===== src/rtl/debug_link_map.vh =====
// Purpose: Offsets, field positions, reset values and counts of the debug link registers
// Assumes: Included by bare name from every design file of the block
// Notes: Definitions only
`ifndef DEBUG_LINK_MAP_VH
`define DEBUG_LINK_MAP_VH

// ==========================================================
// Register offsets
`define OFS_LINK_STATUS_REVISION 4'h0
`define OFS_LINK_ERROR_STATUS 4'h1
`define OFS_LINK_CONTROL_PRIMARY 4'h2
`define OFS_LINK_CONTROL_SECONDARY 4'h3
`define OFS_KEY_STATUS 4'h7
`define OFS_SYSTEM_RESET_REQUEST 4'h8
`define OFS_LINK_CLOCK_CONTROL 4'h9
`define OFS_SYSTEM_CONTROL 4'ha

// ==========================================================
// Field positions
`define REV_LSB 4
`define PRI_IBD_BIT 7
`define PRI_PARITY_DISABLE_BIT 5
`define PRI_DTD_BIT 4
`define PRI_RSD_BIT 3
`define SEC_NEG_ACK_DISABLE_BIT 4
`define SEC_CONTENTION_DETECT_DISABLE_BIT 3
`define SEC_LINKDIS_BIT 2
`define KEY_UROW_BIT 5
`define KEY_PROG_BIT 4
`define KEY_ERASE_BIT 3
`define SYS_USER_ROW_DONE_BIT 1
`define SYS_SYSTEM_CLOCK_REQUEST_BIT 0

// ==========================================================
// Reset values and codes
`define RST_CONTROL 8'h00
`define RST_CLKSEL 2'h3
`define RESET_CODE_ASSERT 8'h59
`define RESET_CODE_RELEASE 8'h00
`define GUARD_RESERVED 3'h7
`define GUARD_BASE_CYCLES 8'h80
`define ERR_NONE 3'h0
`define ERR_PARITY 3'h1
`define ERR_FRAME 3'h2
`define ERR_TIMEOUT 3'h3
`define ERR_START 3'h4
`define ERR_BUS 3'h6
`define ERR_CONTENTION 3'h7

// ==========================================================
// Timing counts
`define TIMEOUT_LINK_CYCLES 65536
`define INTER_BYTE_IDLE_BITS 8'h02

`endif


===== src/rtl/link_gap_timer.v =====
// Purpose: Down counter that holds busy for a loaded number of ticks
// Assumes: tick_i and start_i are single-cycle strobes on clk_sys_i
// Notes: A start while busy reloads the count
`include "debug_link_map.vh"
module link_gap_timer #(
    parameter W = 8
) (
    input wire clk_sys_i,
    input wire rst_n_i,
    input wire ce_i,
    input wire clear_i,
    input wire start_i,
    input wire tick_i,
    input wire [W-1:0] count_i,
    output wire busy_o
);
    reg [W-1:0] cnt_r;

    // ==========================================================
    // Counter
    always @(posedge clk_sys_i or negedge rst_n_i) begin
        if (!rst_n_i) begin
            cnt_r <= {W{1'b0}};
        end else if (ce_i) begin
            if (clear_i) begin
                cnt_r <= {W{1'b0}};
            end else if (start_i) begin
                cnt_r <= count_i;
            end else if (tick_i && cnt_r != {W{1'b0}}) begin
                cnt_r <= cnt_r - {{(W-1){1'b0}}, 1'b1};
            end
        end
    end

    assign busy_o = (cnt_r != {W{1'b0}});
endmodule


===== src/rtl/link_timeout_counter.v =====
// Purpose: Watches the wait for an access layer answer and flags a timeout
// Assumes: link_tick_i marks one link clock cycle
// Notes: Flags once per wait; a new wait restarts the count
`include "debug_link_map.vh"
module link_timeout_counter #(
    parameter LIMIT = `TIMEOUT_LINK_CYCLES,
    parameter W = 17
) (
    input wire clk_sys_i,
    input wire rst_n_i,
    input wire ce_i,
    input wire enable_i,
    input wire wait_i,
    input wire link_tick_i,
    output reg timeout_o
);
    reg [W-1:0] cnt_r;
    reg fired_r;
    wire [W-1:0] limit_w = LIMIT[W-1:0];

    // ==========================================================
    // Count link cycles while waiting
    always @(posedge clk_sys_i or negedge rst_n_i) begin
        if (!rst_n_i) begin
            cnt_r <= {W{1'b0}};
            fired_r <= 1'b0;
            timeout_o <= 1'b0;
        end else if (ce_i) begin
            timeout_o <= 1'b0;
            if (!wait_i || !enable_i) begin
                cnt_r <= {W{1'b0}};
                fired_r <= 1'b0;
            end else if (link_tick_i && !fired_r) begin
                if (cnt_r == limit_w - {{(W-1){1'b0}}, 1'b1}) begin
                    fired_r <= 1'b1;
                    timeout_o <= 1'b1;
                end
                cnt_r <= cnt_r + {{(W-1){1'b0}}, 1'b1};
            end
        end
    end
endmodule


===== src/rtl/debug_link_control_regs.v =====
// Purpose: Control and status registers of the single-wire program and debug link
// Assumes: Register port driven by the link's control space load and store decoder
// Notes: No processor port exists; the system reset output never resets this block
`include "debug_link_map.vh"

module debug_link_control_regs #(
    parameter [3:0] LINK_REVISION = 4'h2,
    parameter TIMEOUT_CYCLES = `TIMEOUT_LINK_CYCLES
) (
    input wire clk_sys_i,
    input wire rst_n_i,
    input wire ce_i,
    input wire csr_wr_i,
    input wire csr_rd_i,
    input wire [3:0] csr_addr_i,
    input wire [7:0] csr_wdata_i,
    output reg [7:0] csr_rdata_o,
    output reg csr_rvalid_o,
    input wire link_wake_i,
    input wire link_tick_i,
    input wire bit_tick_i,
    input wire parity_err_i,
    input wire frame_err_i,
    input wire start_err_i,
    input wire bus_err_i,
    input wire acc_wait_i,
    input wire rx_to_tx_i,
    input wire multi_load_i,
    input wire tx_byte_done_i,
    input wire ldst_busy_i,
    input wire tx_drive_i,
    input wire tx_level_i,
    input wire link_pin_i,
    input wire key_urow_ok_i,
    input wire key_prog_ok_i,
    input wire key_erase_ok_i,
    output wire link_enable_o,
    output wire tx_hold_o,
    output wire resp_sig_en_o,
    output reg nack_send_o,
    output wire system_reset_o,
    output wire [1:0] link_clock_select_o,
    output wire system_clock_request_o,
    output reg user_row_done_o,
    output reg urow_session_reset_o,
    output wire program_start_status_o
);
    // ==========================================================
    // State
    reg [7:0] ctrl_pri_r;
    reg [2:0] guard_sel_r;
    reg [7:0] ctrl_sec_r;
    reg [2:0] error_signature_r;
    reg user_row_key_status_r;
    reg mem_program_key_status_r;
    reg chip_erase_key_status_r;
    reg sys_reset_r;
    reg [1:0] link_clock_select_r;
    reg system_clock_request_r;
    reg program_start_r;
    reg link_disabled_r;
    reg pin_meta_r;
    reg pin_sync_r;
    reg [1:0] drive_dly_r;
    reg [1:0] level_dly_r;
    reg [7:0] rdata_nxt;
    reg [2:0] err_nxt;
    wire timeout_w;
    wire guard_busy_w;
    wire gap_busy_w;
    wire contention_w;
    wire wr_pri_w;
    wire wr_sec_w;
    wire wr_key_w;
    wire wr_rst_w;
    wire wr_clk_w;
    wire wr_sys_w;
    wire disable_w;
    wire reset_assert_w;
    wire reset_release_w;
    wire [7:0] guard_cycles_w;

    function wr_hit;
        input [3:0] addr;
        input [3:0] ofs;
        begin
            wr_hit = (addr == ofs);
        end
    endfunction

    // Only the link register port decodes these addresses
    assign wr_pri_w = csr_wr_i && wr_hit(csr_addr_i, `OFS_LINK_CONTROL_PRIMARY);
    assign wr_sec_w = csr_wr_i && wr_hit(csr_addr_i, `OFS_LINK_CONTROL_SECONDARY);
    assign wr_key_w = csr_wr_i && wr_hit(csr_addr_i, `OFS_KEY_STATUS);
    assign wr_rst_w = csr_wr_i && wr_hit(csr_addr_i, `OFS_SYSTEM_RESET_REQUEST);
    assign wr_clk_w = csr_wr_i && wr_hit(csr_addr_i, `OFS_LINK_CLOCK_CONTROL);
    assign wr_sys_w = csr_wr_i && wr_hit(csr_addr_i, `OFS_SYSTEM_CONTROL);
    assign disable_w = wr_sec_w && csr_wdata_i[`SEC_LINKDIS_BIT];
    assign reset_assert_w = wr_rst_w && csr_wdata_i == `RESET_CODE_ASSERT;
    assign reset_release_w = wr_rst_w && csr_wdata_i == `RESET_CODE_RELEASE;

    // ==========================================================
    // Pin synchroniser and contention check
    always @(posedge clk_sys_i or negedge rst_n_i) begin
        if (!rst_n_i) begin
            pin_meta_r <= 1'b1;
            pin_sync_r <= 1'b1;
            drive_dly_r <= 2'h0;
            level_dly_r <= 2'h3;
        end else if (ce_i) begin
            pin_meta_r <= link_pin_i;
            pin_sync_r <= pin_meta_r;
            drive_dly_r <= {drive_dly_r[0], tx_drive_i};
            level_dly_r <= {level_dly_r[0], tx_level_i};
        end
    end

    // Driven level is delayed to line up with the synchronised pin
    assign contention_w = !ctrl_sec_r[`SEC_CONTENTION_DETECT_DISABLE_BIT] && drive_dly_r[1] &&
                          (pin_sync_r != level_dly_r[1]);

    // ==========================================================
    // Timers
    link_timeout_counter #(
        .LIMIT(TIMEOUT_CYCLES),
        .W(17)
    ) u_timeout (
        .clk_sys_i(clk_sys_i),
        .rst_n_i(rst_n_i),
        .ce_i(ce_i),
        .enable_i(!ctrl_pri_r[`PRI_DTD_BIT] && !link_disabled_r),
        .wait_i(acc_wait_i),
        .link_tick_i(link_tick_i),
        .timeout_o(timeout_w)
    );

    assign guard_cycles_w = `GUARD_BASE_CYCLES >> guard_sel_r;

    link_gap_timer #(
        .W(8)
    ) u_guard (
        .clk_sys_i(clk_sys_i),
        .rst_n_i(rst_n_i),
        .ce_i(ce_i),
        .clear_i(disable_w),
        .start_i(rx_to_tx_i),
        .tick_i(link_tick_i),
        .count_i(guard_cycles_w),
        .busy_o(guard_busy_w)
    );

    link_gap_timer #(
        .W(8)
    ) u_gap (
        .clk_sys_i(clk_sys_i),
        .rst_n_i(rst_n_i),
        .ce_i(ce_i),
        .clear_i(disable_w),
        .start_i(tx_byte_done_i && multi_load_i && ctrl_pri_r[`PRI_IBD_BIT]),
        .tick_i(bit_tick_i),
        .count_i(`INTER_BYTE_IDLE_BITS),
        .busy_o(gap_busy_w)
    );

    assign tx_hold_o = guard_busy_w || gap_busy_w;

    // ==========================================================
    // Error signature
    always @* begin
        err_nxt = `ERR_NONE;
        if (contention_w) begin
            err_nxt = `ERR_CONTENTION;
        end else if (bus_err_i) begin
            err_nxt = `ERR_BUS;
        end else if (start_err_i) begin
            err_nxt = `ERR_START;
        end else if (timeout_w) begin
            err_nxt = `ERR_TIMEOUT;
        end else if (frame_err_i) begin
            err_nxt = `ERR_FRAME;
        end else if (parity_err_i && !ctrl_pri_r[`PRI_PARITY_DISABLE_BIT]) begin
            err_nxt = `ERR_PARITY;
        end
    end

    // ==========================================================
    // Register file
    always @(posedge clk_sys_i or negedge rst_n_i) begin
        if (!rst_n_i) begin
            ctrl_pri_r <= `RST_CONTROL;
            guard_sel_r <= 3'h0;
            ctrl_sec_r <= `RST_CONTROL;
            error_signature_r <= `ERR_NONE;
            user_row_key_status_r <= 1'b0;
            mem_program_key_status_r <= 1'b0;
            chip_erase_key_status_r <= 1'b0;
            sys_reset_r <= 1'b0;
            link_clock_select_r <= `RST_CLKSEL;
            system_clock_request_r <= 1'b1;
            program_start_r <= 1'b0;
            link_disabled_r <= 1'b0;
            nack_send_o <= 1'b0;
            user_row_done_o <= 1'b0;
            urow_session_reset_o <= 1'b0;
        end else if (ce_i) begin
            nack_send_o <= 1'b0;
            user_row_done_o <= 1'b0;
            urow_session_reset_o <= 1'b0;
            // Error load wins over the read clear
            if (!link_disabled_r && err_nxt != `ERR_NONE) begin
                error_signature_r <= err_nxt;
            end else if (csr_rd_i && csr_addr_i == `OFS_LINK_ERROR_STATUS) begin
                error_signature_r <= `ERR_NONE;
            end
            if (disable_w) begin
                // Configuration and keys return to defaults, except the system clock request, which clears to 0; reset request untouched
                ctrl_pri_r <= `RST_CONTROL;
                guard_sel_r <= 3'h0;
                ctrl_sec_r <= `RST_CONTROL;
                error_signature_r <= `ERR_NONE;
                user_row_key_status_r <= 1'b0;
                mem_program_key_status_r <= 1'b0;
                chip_erase_key_status_r <= 1'b0;
                link_clock_select_r <= `RST_CLKSEL;
                system_clock_request_r <= 1'b0;
                program_start_r <= 1'b0;
                link_disabled_r <= 1'b1;
            end else if (link_disabled_r) begin
                if (link_wake_i) begin
                    link_disabled_r <= 1'b0;
                    system_clock_request_r <= 1'b1;
                    link_clock_select_r <= `RST_CLKSEL;
                end
            end else begin
                if (wr_pri_w) begin
                    ctrl_pri_r <= {csr_wdata_i[7], 1'b0, csr_wdata_i[5:3], 3'h0};
                    if (csr_wdata_i[2:0] != `GUARD_RESERVED) begin
                        guard_sel_r <= csr_wdata_i[2:0];
                    end
                end
                if (wr_sec_w) begin
                    ctrl_sec_r <= {3'h0, csr_wdata_i[4:3], 3'h0};
                end
                if (wr_clk_w) begin
                    link_clock_select_r <= csr_wdata_i[1:0];
                end
                if (wr_sys_w) begin
                    system_clock_request_r <= csr_wdata_i[`SYS_SYSTEM_CLOCK_REQUEST_BIT];
                    if (csr_wdata_i[`SYS_USER_ROW_DONE_BIT] && user_row_key_status_r) begin
                        user_row_done_o <= 1'b1;
                    end
                end
                // Reserved codes leave the reset state as it is
                if (reset_assert_w) begin
                    sys_reset_r <= 1'b1;
                    program_start_r <= 1'b0;
                    if (ldst_busy_i && !ctrl_sec_r[`SEC_NEG_ACK_DISABLE_BIT] && !sys_reset_r) begin
                        nack_send_o <= 1'b1;
                    end
                end else if (reset_release_w) begin
                    sys_reset_r <= 1'b0;
                end
                // Key set on decode wins over its clear
                if (key_urow_ok_i) begin
                    user_row_key_status_r <= 1'b1;
                end else if (wr_key_w) begin
                    user_row_key_status_r <= 1'b0;
                    urow_session_reset_o <= 1'b1;
                end
                if (key_prog_ok_i) begin
                    mem_program_key_status_r <= 1'b1;
                end else if (reset_release_w && sys_reset_r && mem_program_key_status_r) begin
                    mem_program_key_status_r <= 1'b0;
                    program_start_r <= 1'b1;
                end
                if (key_erase_ok_i) begin
                    chip_erase_key_status_r <= 1'b1;
                end else if (reset_assert_w) begin
                    chip_erase_key_status_r <= 1'b0;
                end
            end
        end
    end

    // ==========================================================
    // Read port
    always @* begin
        rdata_nxt = 8'h00;
        case (csr_addr_i)
            `OFS_LINK_STATUS_REVISION: rdata_nxt = {LINK_REVISION, 4'h0};
            `OFS_LINK_ERROR_STATUS: rdata_nxt = {5'h00, error_signature_r};
            `OFS_LINK_CONTROL_PRIMARY: rdata_nxt = ctrl_pri_r | {5'h00, guard_sel_r};
            `OFS_LINK_CONTROL_SECONDARY: rdata_nxt = ctrl_sec_r;
            `OFS_KEY_STATUS: rdata_nxt = {2'h0, user_row_key_status_r,
                                          mem_program_key_status_r,
                                          chip_erase_key_status_r, 3'h0};
            `OFS_SYSTEM_RESET_REQUEST: rdata_nxt = sys_reset_r ? `RESET_CODE_ASSERT :
                                                                 `RESET_CODE_RELEASE;
            `OFS_LINK_CLOCK_CONTROL: rdata_nxt = {6'h00, link_clock_select_r};
            `OFS_SYSTEM_CONTROL: rdata_nxt = {7'h00, system_clock_request_r};
            default: rdata_nxt = 8'h00;
        endcase
    end

    always @(posedge clk_sys_i or negedge rst_n_i) begin
        if (!rst_n_i) begin
            csr_rdata_o <= 8'h00;
            csr_rvalid_o <= 1'b0;
        end else if (ce_i) begin
            csr_rvalid_o <= csr_rd_i;
            if (csr_rd_i) begin
                csr_rdata_o <= rdata_nxt;
            end
        end
    end

    // ==========================================================
    // Outputs
    assign link_enable_o = !link_disabled_r;
    assign resp_sig_en_o = !ctrl_pri_r[`PRI_RSD_BIT];
    // The reset output drives only the system; this block has no path from it
    assign system_reset_o = sys_reset_r;
    assign link_clock_select_o = link_clock_select_r;
    assign system_clock_request_o = system_clock_request_r && !link_disabled_r;
    assign program_start_status_o = program_start_r;
endmodule


===== config.mk =====
export PLATFORM = sky130hd
export DESIGN_NAME = debug_link_control_regs
export DESIGN_NICKNAME = d
export VERILOG_FILES = /design/src/rtl/link_gap_timer.v /design/src/rtl/link_timeout_counter.v /design/src/rtl/debug_link_control_regs.v
export VERILOG_INCLUDE_DIRS = /design/src /design/src/rtl
export SDC_FILE = /design/constraint.sdc
export NUM_CORES = 1
export LEC_CHECK = 0
export BUFFER_PORTS_ARGS = -buffer_cell sky130_fd_sc_hd__buf_2
export CORE_AREA = 2 2 83 105
export CTS_CLUSTER_DIAMETER = 60
export DETAILED_ROUTE_END_ITERATION = 10
export DIE_AREA = 0 0 85 107
export PLACE_DENSITY = 0.84
export SLEW_MARGIN = 30
export SYNTH_ARGS = -nofsm -noshare
export SYNTH_HDL_FRONTEND = slang
export SYNTH_SLANG_ARGS = --single-unit

===== constraint.sdc =====
create_clock -name clk_sys_i -period 1.75 [get_ports clk_sys_i]
set_input_delay 0.2625 -clock clk_sys_i [delete_from_list [all_inputs] [get_ports clk_sys_i]]
set_output_delay 0.2625 -clock clk_sys_i [all_outputs]
set_load 0.05 [all_outputs]

# --- After elaboration in Yosys (flattened, before gate mapping) ---
# Index checks and enable logic that the tools add are counted.
totals:
  regBits: 84
  out_inout_bits: 20
  elab_cells: 196
op_classes:
  bitwise_logic: 3
  n_addsub: 3
  n_shift: 1
  mux: 77
  eq_ne: 13
  reduce_logical: 73
op_table:
  columns: ["operator", "count"]
  rows:
  - ["8-bit 2-to-1 mux", 12]
  - ["8-bit case mux with 8 select lines", 1]
  - ["1-bit 2-to-1 mux", 45]
  - ["17-bit 2-to-1 mux", 2]
  - ["3-bit 2-to-1 mux", 10]
  - ["3-bit nonzero test", 9]
  - ["1-bit logical AND", 26]
  - ["3-bit AND reduction", 8]
  - ["17-bit by 1-bit adder with 17-bit output, second input constant", 1]
  - ["17-bit by 16-bit equality test with 1-bit output, second input constant", 1]
  - ["8-bit nonzero test", 2]
  - ["8-bit by 1-bit subtractor with 8-bit output, second input constant", 2]
  - ["4-bit equality test, second input constant", 3]
  - ["2-bit 2-to-1 mux", 6]
  - ["2-bit AND reduction", 6]
  - ["2-bit nonzero test", 6]
  - ["1-bit zero test", 10]
  - ["4-bit by 2-bit equality test with 1-bit output, second input constant", 2]
  - ["8-bit by 7-bit equality test with 1-bit output, second input constant", 1]
  - ["8-bit zero test", 1]
  - ["8-bit by 3-bit OR with 8-bit output", 1]
  - ["4-bit AND reduction", 2]
  - ["8-bit by 3-bit right shift with 8-bit output, first input constant", 1]
  - ["7-bit 2-to-1 mux", 1]
  - ["9 further kinds", 11]

# --- Depth between registers and ports, before layout ---
# Gate-level depths: netlist of the first run.
logic_depth:
  ltp_word: 12
  mapped_depth: 7
  ltp_nobuf: 7

# --- Modules after synthesis ---
# From an unflattened synthesis of the first run, not the netlist that was laid out.
hier_totals:
  cells_unflattened: 483
  hier_area_um2: 4394.2
by_module_without_submodules:
  columns: ["mod", "n_inst", "area_each_um2", "cells_per_inst", "seq_area_each_um2"]
  rows:
  - ["debug_link_control_regs", 1, 2143.3, 235, 984.7]
  - ["link_gap_timer", 2, 616.8, 70, 200.2]
  - ["link_timeout_counter", 1, 1017.2, 108, 475.5]

# --- Worst setup path before layout of the first run ---
# OpenSTA, ideal clock, no wires.
synth_path:
  path_kind: "flip-flop to flip-flop"
  startpoint: "register link_disabled_r"
  endpoint: "register chip_erase_key_status_r"
  t_arrival_ps: 1772
  synth_period_minus_slack_ps: 1893
  stages_incl_launch_ff: 6
  t_required_ps: 1628
  slack_ps: -143
  cell_sequence: "dfrtp_1 > clkbuf_1 > inv_1 > nand2_1 > or4_1 > a32o_1"
synth_between:
  elab_chain_len: 2
synth_lines:
  columns: ["item", "line_no", "rtl"]
  rows:
  - ["start: declaration", "debug_link_control_regs.v:61", "reg link_disabled_r;"]
  - ["start signal: assignment", "debug_link_control_regs.v:201", "link_disabled_r <= 1'b0;"]
  - ["start signal: assignment", "debug_link_control_regs.v:227", "link_disabled_r <= 1'b1;"]
  - ["start signal: assignment", "debug_link_control_regs.v:230", "link_disabled_r <= 1'b0;"]
  - ["2-bit by 1-bit != test with 1-bit output (no source line)", null, null]
  - ["3-bit AND reduction (no source line)", null, null]
  - ["end signal: assignment", "debug_link_control_regs.v:196", "chip_erase_key_status_r <= 1'b0;"]
  - ["end signal: assignment", "debug_link_control_regs.v:223", "chip_erase_key_status_r <= 1'b0;"]
  - ["end signal: assignment", "debug_link_control_regs.v:277", "chip_erase_key_status_r <= 1'b1;"]
  - ["end: declaration", "debug_link_control_regs.v:56", "reg chip_erase_key_status_r;"]
# Every way passes these cells.
# A chain may end at the register's enable or synchronous reset.

# --- Worst setup path after layout of the first run ---
layout_path:
  startpoint: "register u_gap.cnt_r[2]"
  endpoint: "output tx_hold_o"
layout_between:
  elab_chain_len: 2
layout_lines:
  columns: ["item", "line_no", "rtl"]
  rows:
  - ["start: declaration", "link_gap_timer.v:17", "reg [W-1:0] cnt_r;"]
  - ["start signal: assignment", "link_gap_timer.v:23", "cnt_r <= {W{1'b0}};"]
  - ["start signal: assignment", "link_gap_timer.v:26", "cnt_r <= {W{1'b0}};"]
  - ["start signal: assignment", "link_gap_timer.v:28", "cnt_r <= count_i;"]
  - ["8-bit nonzero test", "link_gap_timer.v:35", "assign busy_o = (cnt_r != {W{1'b0}});"]
  - ["1-bit logical OR", "debug_link_control_regs.v:165", "assign tx_hold_o = guard_busy_w || gap_busy_w;"]
  - ["end: declaration", "debug_link_control_regs.v:38", "output wire tx_hold_o,"]
# Every way passes these cells.

==> metrics.md, run 1 <==
| Metric | Value |
|---|---|
| Status | complete, but fails checks |
| Violated checks | negative setup slack |
| Critical path type | reg -> out |
| Final Hold Fails | 0 |
| Max-Cap Viols | 0 |
| Synth Register Bits | 74 |
| CP arrival | 1.57 ns |
| Design area | ~5000 sq um |
| Root Driver | clkbuf_8 |
| GRT Residual Overflow | 0 |
| Wire per inst | 17.2 microns |
| Detailed Routing Iterations Pass 1 | 6 |
| EDFF count, synth | 0 |
| Peak Freq | ~550 MHz |
| Synth cell types | 64 |
| Global Route Usage Sum | between 20 and 30% |
| Syn Area/Cell | around 9.2 sq um |
| Die area | roughly 9100 sq um |
| ANT nets after route | 0 |
| Initial Utilization | about half |
| Worst slew pin tran | 0.429 ns |
| N_diodes | 0 |
| Setup TNS | -0.0895 ns |
| # nets final | around 580 |
| CP required | 1.49 ns |
| Critical Path Source Type | flip-flop |
| Hold Slack | approximately 0.12 ns |
| Seq/Total Area, Yosys | a little under half |
| Port bufs | 54 |
| Detailed placer's ending HPWL | roughly 8000 microns |
| DRC errors left | 0 |
| Area Overhead vs Synth | 23.2% |
| Setup violations, final | 2 |
| PwrDens | 1040 nW/um^2 |
| Cell count after synthesis | about 450 |
| Core box area | roughly 8100 sq um |
| Die boundary height | approximately 110 microns |
| Power consumption | 5.27 mW |
| Initial antenna violation count | 0 |
| Post-synth top area share | approximately two fifths |
| Ports | between 50 and 60 |
| YS warnings | 0 |
| Worst setup margin | -0.0830 ns |
| Final Critical Period | around 1.8 ns |
| Routed WL | between 10000 and 15000 microns |
| Clock Sinks | 74 |
| Vias in the first global route | between 3k and 4k |
| Mapped Nets | between 400 and 500 |
| Maximum vdd drop | approximately 0.66 mV |
| Period utilization | 105% |
| Num CTS Buffers | 9 |
| Clk slew on worst S/H paths | 0.07 ns |
| Asr flop ratio synth | 100% |
| Vias per cell | ~6 |
| RSZ-0062 raised after global routing | yes |
| Later-pin clock latency in the skew report | about 0.37 ns |
| Leak Pwr | ~2.3 nW |
| CTS Buffer Depth | 2 |
| Largest net degree at the start of global routing | 75 |
| Post-Syn Area | 4130 sq um |
| Fillers | around 640 |
| Layout cells sized above 1 | about 29% |
| H-tree levels | 3 |
| Top cells by area, synth | dfrtp_1, nand2_1, dfstp_2, o21ai_0, nor2_1 |
| First-pass GRT wire length | about 18000 microns |
| Slew HR | 71.4% |
| Worst slack at placement | roughly 0.045 ns |
| RD Place Congestion | 0.906 |
| TritonCTS clock tree | built |
| CP Capture Type | primary output |
| Hold WC Path Type | in -> reg |
| Placed cell area | 4710 sq um |
| Area leader, netlist | dfrtp_1 |
| Final Skew | between 0.008 and 0.009 ns |
| Site Rows | 37 |
| Slew Viols, Final | 0 |
| Ys flop type | dfrtp_1 |
| Initial drt markers | 412 |
| Routed vias | ~3.8k |
| Critical-path maximum fanout | 2 |
| Die width | between 80 and 90 microns |
repair_timing:
action,CTS,global route
hold endpoints to repair,67,0
resized for setup,3,26
setup endpoints to repair,1,19
buffers inserted,5,2
cloned,0,0
hold buffers,1,0
pin swaps,3,11
report_power, final:
group / internal, mW / switching (mW) / total (mW)
Combinational: 0.657 / 0.891 / 1.55
Clock: 0.795 / 0.639 / 1.43
Sequential: 1.99 / 0.298 / 2.29
Total: 3.44 / 1.83 / 5.27
metrics by stage:
stage,cells,util (%)
global placement,616,58.1
floorplan,449,-
CTS,638,61.4
finish,639,62.8
global route,639,62.8
detailed placement,616,58.1
cells in the mapped netlist (4+ instances only):
| master | number |
|---|---|
| o21ai_0 | 34 |
| nand2b_1 | 4 |
| nor3_1 | 14 |
| nor2_1 | 35 |
| o31ai_1 | 6 |
| or4_1 | 5 |
| a31oi_1 | 4 |
| ha_1 | 6 |
| clkbuf_1 | 10 |
| a22oi_1 | 4 |
| a21oi_1 | 26 |
| clkbuf_8 | 5 |
| a211oi_1 | 4 |
| nand3_1 | 24 |
| a22o_1 | 5 |
| xnor2_1 | 7 |
| mux2_2 | 11 |
| nand4_1 | 6 |
| o2bb2ai_1 | 4 |
| or3_1 | 5 |
| nor4_1 | 6 |
| xor2_1 | 7 |
| nor2b_1 | 8 |
| and3_1 | 4 |
| inv_1 | 24 |
| dfstp_2 | 7 |
| nand2_1 | 53 |
| dfrtp_1 | 67 |
per-layer routing:
layer | up-vias | GRT usage (%) | share of wire, %
met1 | 1850 | 30.8 | 40
met4 | 0 | 11.6 | 2.9
met3 | 29 | 6.08 | 4.8
met2 | 155 | 42.0 | 52
met5 | - | 0 | 0
li1 | 1812 | - | -
logic make-up (layout without fill, tap and decap cells):
| logic type | after synthesis | after routing | synth area share [%] |
|---|---|---|---|
| AOI/OAI and AO/OA | 120 | 120 | 19.2 |
| adders and majority gates | 6 | 6 | 1.82 |
| muxes | 11 | 11 | 3.00 |
| DFF | 74 | 74 | 45.0 |
| and+or+nand+nor | 180 | 180 | 22.4 |
| buffers and inverters | 44 | 137 | 5.57 |
| xor gates and xnor gates | 14 | 14 | 2.97 |
layout make-up:
cell class	count	area (sq um)	area share [%]
clock buffer	10	128	2.51
tap	97	121	2.38
multi-input combinational	331	2160	42.4
sequential	74	1860	36.6
timing repair buffer	97	646	12.7
inverter	24	93.8	1.84
clock inverter	6	82.6	1.62
cells in the final DEF, fill, tap and decap left out, types with 4 or more instances in the layout:
master,count
a22o_1,5
clkbuf_8,9
dfstp_2,7
xor2_1,7
nand4_1,6
a22oi_1,4
nand2b_1,4
a21oi_1,24
buf_2,52
nor4_1,5
nor3_1,13
inv_1,21
nor2b_1,8
xnor2_1,7
or3_1,5
nand2_1,50
nor2_1,35
a31oi_1,4
o2bb2ai_1,4
and3_1,4
dfrtp_1,67
or4_1,4
mux2_2,11
o31ai_1,5
o21ai_1,4
ha_1,4
o21ai_0,31
nand3_1,23
buf_4,38
registers in the layout, indices dropped and copies added (netlist names), 2 cells and up:
| name | count |
|---|---|
| csr_rdata_o | 8 |
| ctrl_pri_r | 4 |
| ctrl_sec_r | 2 |
| drive_dly_r | 2 |
| error_signature_r | 3 |
| guard_sel_r | 3 |
| level_dly_r | 2 |
| link_clock_select_o | 2 |
| u_gap.cnt_r | 8 |
| u_guard.cnt_r | 8 |
| u_timeout.cnt_r | 17 |
path summary, 6_finish.rpt:
kind / to / depth (start not counted) / start / slack [ns]
max: tx_hold_o / 4 / u_gap.cnt_r[2] / -0.08
min: chip_erase_key_status_r / 2 / key_erase_ok_i / 0.12
max reg2reg: u_guard.cnt_r[7] / 8 / u_guard.cnt_r[1] / -0.01
min reg2reg: csr_rdata_o[3] / 1 / csr_rdata_o[3] / 0.49
max in group asynchronous: level_dly_r[0] / 3 / rst_n_i / 0.95
min in group asynchronous: u_timeout.cnt_r[9] / 3 / rst_n_i / 0.44
worst max-delay path, stage by stage, from the launching register on:
cell	delay [ns]
dfrtp_1	0.41
nor4_4	0.30
and4_1	0.27
nand3_2	0.07
buf_6	0.16
Power figures use the tool's default switching activity.
==> run 2, diff against run 1 <==
Settings changed: CTS_BUF_LIST set to sky130_fd_sc_hd__clkbuf_4 sky130_fd_sc_hd__clkbuf_8 sky130_fd_sc_hd__clkbuf_16.
==> run 2 against run 1 <==
The flow still finishes with violations (negative setup slack). Die area did not move. Total power rose by 0.31%. Critical path depth did not move. Register-to-register slack barely moved. Critical path type unchanged. Highest routed layer unchanged.
==> metrics.md, run 2 (synthesis results as in run 1) <==
| Metric | Value |
|---|---|
| Setup violations, final | 2 |
| Critical path type | reg -> out |
| Detailed Routing Iterations Pass 1 | 7 |
| Clock Sinks | 74 |
| Final Hold Fails | 0 |
| ANT nets after route | 0 |
| Peak Freq | 545 MHz |
| GRT Residual Overflow | 0 |
| FF-to-FF path depth | 8 |
| Start of the worst register-to-register path | u_guard.cnt_r[1] |
| CP required | roughly 1.5 ns |
| Vias in the first global route | 3803 |
| Slew HR | between 70% and 80% |
| Root Driver | clkbuf_8 |
| Maximum vdd drop | 0.663 mV |
| Max stage delay on crit path | ~0.41 ns |
| Vias per cell | between 6 and 7 |
| Slowest cell on crit path | dfrtp_1 |
| Final cell count without fillers | around 640 |
| Num CTS Buffers | 9 |
| Cell family with most CP delay | simple AND/OR/NAND/NOR gates |
| CP endpoint | tx_hold_o |
| TritonCTS clock tree | built |
| Critical path depth in cells | 4 |
| Largest reg by FF count | u_timeout.cnt_r |
| Routed WL | 11000 microns |
| Hold Slack | between 0.1 and 0.15 ns |
| Hold WC Path Type | in -> reg |
| DRC errors left | 0 |
| Critical Path Source Type | flip-flop |
| Max-Cap Viols | 0 |
| Die width | between 80 and 90 microns |
| H-tree levels | 3 |
| Switching share of power | about 35% |
| Crit-path cells | nor4_4, and4_1, nand3_2, buf_6 |
| RD Place Congestion | 0.906 |
| Setup TNS | -0.0926 ns |
| Worst slew pin tran | around 0.43 ns |
| Net switching power | 1.83 mW |
| Crit path from | u_gap.cnt_r[2] |
| Sequential power share | roughly 43% |
| Max reg flops | 17 |
| Violated checks | negative setup slack |
| Final Skew | slightly below 0.008 ns |
| Later-pin clock latency in the skew report | around 0.37 ns |
| Final Critical Period | roughly 1.8 ns |
| Die area | about 9100 sq um |
| Initial drt markers | around 410 |
| Most frequent cells in the layout | dfrtp_1, buf_2, nand2_1 |
| # nets final | 578 |
| CTS Buffer Depth | 2 |
| Port bufs | 54 |
| Int Power | around 3.5 mW |
| Initial antenna violation count | 0 |
| Detailed placer's ending HPWL | between 7000 and 8000 microns |
| Worst setup margin | -0.0849 ns |
| Inst Count DP | slightly above 600 |
| Clk slew on worst S/H paths | 0.07 ns |
| First-pass GRT wire length | 18000 microns |
| Ports | 55 |
| Layout cells sized above 1 | roughly 30% |
| Commonest non-fill, non-tap cell in the layout | dfrtp_1 |
| Status | complete, but fails checks |
| PwrDens | between 1000 and 1500 nW/um^2 |
| Routed vias | about 3.9k |
| Site Rows | 37 |
| RSZ-0062 raised after global routing | yes |
| Leak Pwr | around 2.3 nW |
| CP Capture Type | primary output |
| Worst slack at placement | 0.0446 ns |
| Initial Utilization | about half |
| Area Overhead vs Synth | 23.3% |
| Buf/Inv on CP | 1 |
| Clock share of power | a little over a quarter |
| Wire per inst | about 17 microns |
| Slew Viols, Final | 0 |
| Gate power share | 29.3% |
| Reg2reg end | u_guard.cnt_r[7] |
| Reg2Reg Setup Slack | -0.01 ns |
| Critical-path maximum fanout | 2 |
| N_diodes | 0 |
| CP arrival | between 1.5 and 2 ns |
| Global Route Usage Sum | around a quarter |
| Period utilization | 105% |
| Core box area | between 8000 and 9000 sq um |
| Die boundary height | about 110 microns |
| Largest net degree at the start of global routing | 75 |
run 2: cell counts in the layout (fill, tap and decap cells not counted):
No cell type changed its count.
run 2: how the worst min path moves through the flow:
stage                               from                 endpoint  slack, ns  cells past startpoint
after floorplan                  rst_n_i  chip_erase_key_status_r      -0.03                      0
after global placement           rst_n_i       u_timeout.cnt_r[8]       0.32                      2
after detailed placement         rst_n_i       u_timeout.cnt_r[7]       0.32                      2
after CTS                 key_erase_ok_i  chip_erase_key_status_r       0.12                      2
after global routing          tx_drive_i           drive_dly_r[0]       0.12                      2
final                     key_erase_ok_i  chip_erase_key_status_r       0.12                      2
run 2: timing repair:
action,CTS,global route
hold buffers,1,0
endpoints found under the hold margin,67,0
endpoints found under the setup margin,1,19
gates resized for setup,3,26
pin swaps,3,11
buffers inserted,5,2
run 2: layout make-up:
class                      count  area (sq um)
tap                           97           121
clock buffer                  10           131
multi-input combinational    331          2160
fill                         639          3010
sequential                    74          1860
timing repair buffer          97           646
clock inverter                 6          82.6
inverter                      24          93.8
run 2: through the flow:
stage | util [%] | power (mW) | instance area, sq um
after floorplan | - | 3.15 | 4150
after global placement | 58.1 | 3.58 | 4710
after detailed placement | 58.1 | 3.65 | 4710
after CTS | 61.5 | 5.17 | 4980
after global routing | 62.9 | 5.58 | 5090
final | 62.9 | 5.29 | 5090
run 2: power by group through the flow:
stage	Sequential (mW)	Clock, mW	Combinational (mW)
4_1_cts	2.27	1.47	1.44
6_report	2.29	1.45	1.55
3_3_place_gp	2.28	0	1.30
3_5_place_dp	2.29	0	1.36
5_1_grt	2.32	1.56	1.70
2_1_floorplan	2.29	0	0.859
run 2: per-layer routing:
metal | routed length [microns] | GRT usage [%]
met5 | 0 | 0
met1 | 4410 | 30.8
met4 | 317 | 11.6
met2 | 5710 | 42.0
met3 | 534 | 6.08
==> run 3, diff against run 2 <==
Settings changed: CORE_AREA 2 2 83 105 to 2 2 91 115, CTS_CLUSTER_SIZE set to 14, DIE_AREA 0 0 85 107 to 0 0 93 117, PLACE_DENSITY 0.84 to 0.73.
==> run 3 against run 2 <==
The run still ends with negative setup slack left. Register-to-register slack better by 0.08 ns. Final cell count increased by 6.6%. Design area is 3.3% higher. First-iteration DRC count down 24%. Critical path depth unchanged. Largest power group unchanged. Via count increased by 0.49%. Critical path type unchanged. Critical endpoint unchanged. Non-clock buffer count increased by 10. Count of clock-buffer cells in the layout stayed put.
==> metrics.md, run 3 (synthesis results as in run 1) <==
| Metric | Value |
|---|---|
| Layout cells sized above 1 | between 20 and 30% |
| Layout Utilization | between 50% and 60% |
| Slew Viols, Final | 0 |
| Reg2reg end | u_guard.cnt_r[7] |
| # nets final | approximately 600 |
| Crit path from | u_gap.cnt_r[3] |
| H-tree levels | 3 |
| Largest net degree at the start of global routing | 30 |
| Core box area | roughly 10000 sq um |
| Violated checks | negative setup slack |
| GRT Residual Overflow | 0 |
| Period utilization | 104% |
| Worst setup margin | -0.0668 ns |
| Die area | 10900 sq um |
| Placed cell area | 4780 sq um |
| Critical-path maximum fanout | 2 |
| First-pass GRT wire length | 18300 microns |
| Initial Utilization | about two fifths |
| Vias in the first global route | around 3.8k |
| CTS Buffer Depth | 2 |
| Storage element area | approximately 1900 sq um |
| Setup violations, final | 1 |
| Most frequent cells in the layout | dfrtp_1, nand2_1, buf_2 |
| PwrDens | between 1000 and 1500 nW/um^2 |
| Initial antenna violation count | 0 |
| Num CTS Buffers | 9 |
| Final Hold Fails | 0 |
| Power consumption | 5.76 mW |
| Critical Path Source Type | flip-flop |
| DRC errors left | 0 |
| Commonest non-fill, non-tap cell in the layout | dfrtp_1 |
| Hold path startpoint | key_erase_ok_i |
| Global Route Usage Sum | around 22% |
| Vias per cell | ~5.7 |
| Detailed Routing Iterations Pass 1 | 5 |
| CP Capture Type | primary output |
| Peak Freq | approximately 550 MHz |
| Reg2Reg Setup Slack | 0.07 ns |
| Later-pin clock latency in the skew report | between 0.3 and 0.4 ns |
| Hold Path Cell Cnt | 2 |
| Detailed placer's ending HPWL | roughly 8500 microns |
| Max-Cap Viols | 0 |
| Port bufs | 54 |
| Ports | 55 |
| Routed vias | between 3k and 4k |
| Clock Sinks | 74 |
| Status | complete, but fails checks |
| End of the worst hold path | chip_erase_key_status_r |
| Wire per inst | between 15 and 20 microns |
| Max reg flops | 17 |
| CP required | roughly 1.5 ns |
| FF-to-FF path depth | 8 |
| Site Rows | 41 |
| Root Driver | clkbuf_16 |
| Die width | about 93 microns |
| Final Critical Period | 1.82 ns |
| Critical path type | reg -> out |
| TritonCTS clock tree | built |
| Area Overhead vs Synth | 27.4% |
| Clk slew on worst S/H paths | about 0.060 ns |
| Largest reg by FF count | u_timeout.cnt_r |
| Multi-input gate area | around 2100 sq um |
| Worst slack at placement | -0.00274 ns |
| Leak Pwr | around 2.4 nW |
| Die boundary height | approximately 120 microns |
| Start of the worst register-to-register path | u_guard.cnt_r[0] |
| ANT nets after route | 0 |
| Initial drt markers | roughly 310 |
| CP arrival | between 1.5 and 2 ns |
| Fillers | 898 |
| RSZ-0062 raised after global routing | yes |
| Maximum vdd drop | around 0.67 mV |
| Slew HR | between 60% and 70% |
| Routed WL | around 11000 microns |
| Design area | around 5300 sq um |
| Hold WC Path Type | in -> reg |
| Final Skew | roughly 0.0075 ns |
| N_diodes | 0 |
| Worst slew pin tran | a little under 0.6 ns |
| RD Place Congestion | 0.911 |
run 3: changes by cell type in the layout (fill, tap and decap cells not counted), moves of 2 or more:
cell,delta
buf_4,+10
clkbuf_16,+9
clkbuf_8,-8
nand2_1,+3
o21ai_0,+3
clkbuf_4,-2
dfrtp_1,-2
dfrtp_2,+2
nand2_4,-2
o21ai_2,-2
run 3: layer usage:
metal	vias to the layer above	global-route usage, %	wire length, microns
met5	-	0	0
met4	0	12.2	385
met3	24	2.30	355
met2	101	39.3	6060
met1	1911	25.6	4650
li1	1841	-	-
run 3: power breakdown:
group          switching [mW]  internal (mW)  total [mW]  leakage, nW
Clock                   0.750           1.14        1.89        0.149
Combinational           0.881          0.695        1.58         1.27
Sequential              0.291           2.00        2.29        0.939
run 3: metrics by stage:
stage               hold WS [ns]  std cells  setup TNS, ns
finish                     0.147        681        -0.0668
global route               0.149        681         -0.132
global placement           0.283        652        -0.0151
CTS                        0.140        675        -0.0966
detailed placement         0.292        652       -0.00274
floorplan                -0.0331        449              0
run 3: final cells by class:
cell class	instances	area share (%)
clock buffers	10	4.54
flip-flops and latches	74	35.4
inverters	24	1.78
clock inverters	6	1.24
multi-input cells	331	40.3
well taps	129	3.07
repair buffers	107	13.7
run 3: how the worst max path moves through the flow:
stage	to	slack (ns)	cells after the start
floorplan	chip_erase_key_status_r	0.003	5
global placement	chip_erase_key_status_r	-0.02	5
CTS	tx_hold_o	-0.1	4
detailed placement	chip_erase_key_status_r	-0.003	5
global route	tx_hold_o	-0.12	4
finish	tx_hold_o	-0.07	4
run 3: repair_timing:
action / 4_1_cts / 5_1_grt
hold endpoints to repair: 17 / 0
setup buffers: 6 / 6
resized for setup: 5 / 13
endpoints found under the setup margin: 1 / 14
hold buffers: 1 / 0
pin swaps: 2 / 8
run 3: critical path, stage by stage, from the launching register on:
cell     delay (ns)
dfrtp_1        0.41
nor4_4         0.29
and4_1         0.26
nand3_2        0.09
buf_6          0.16
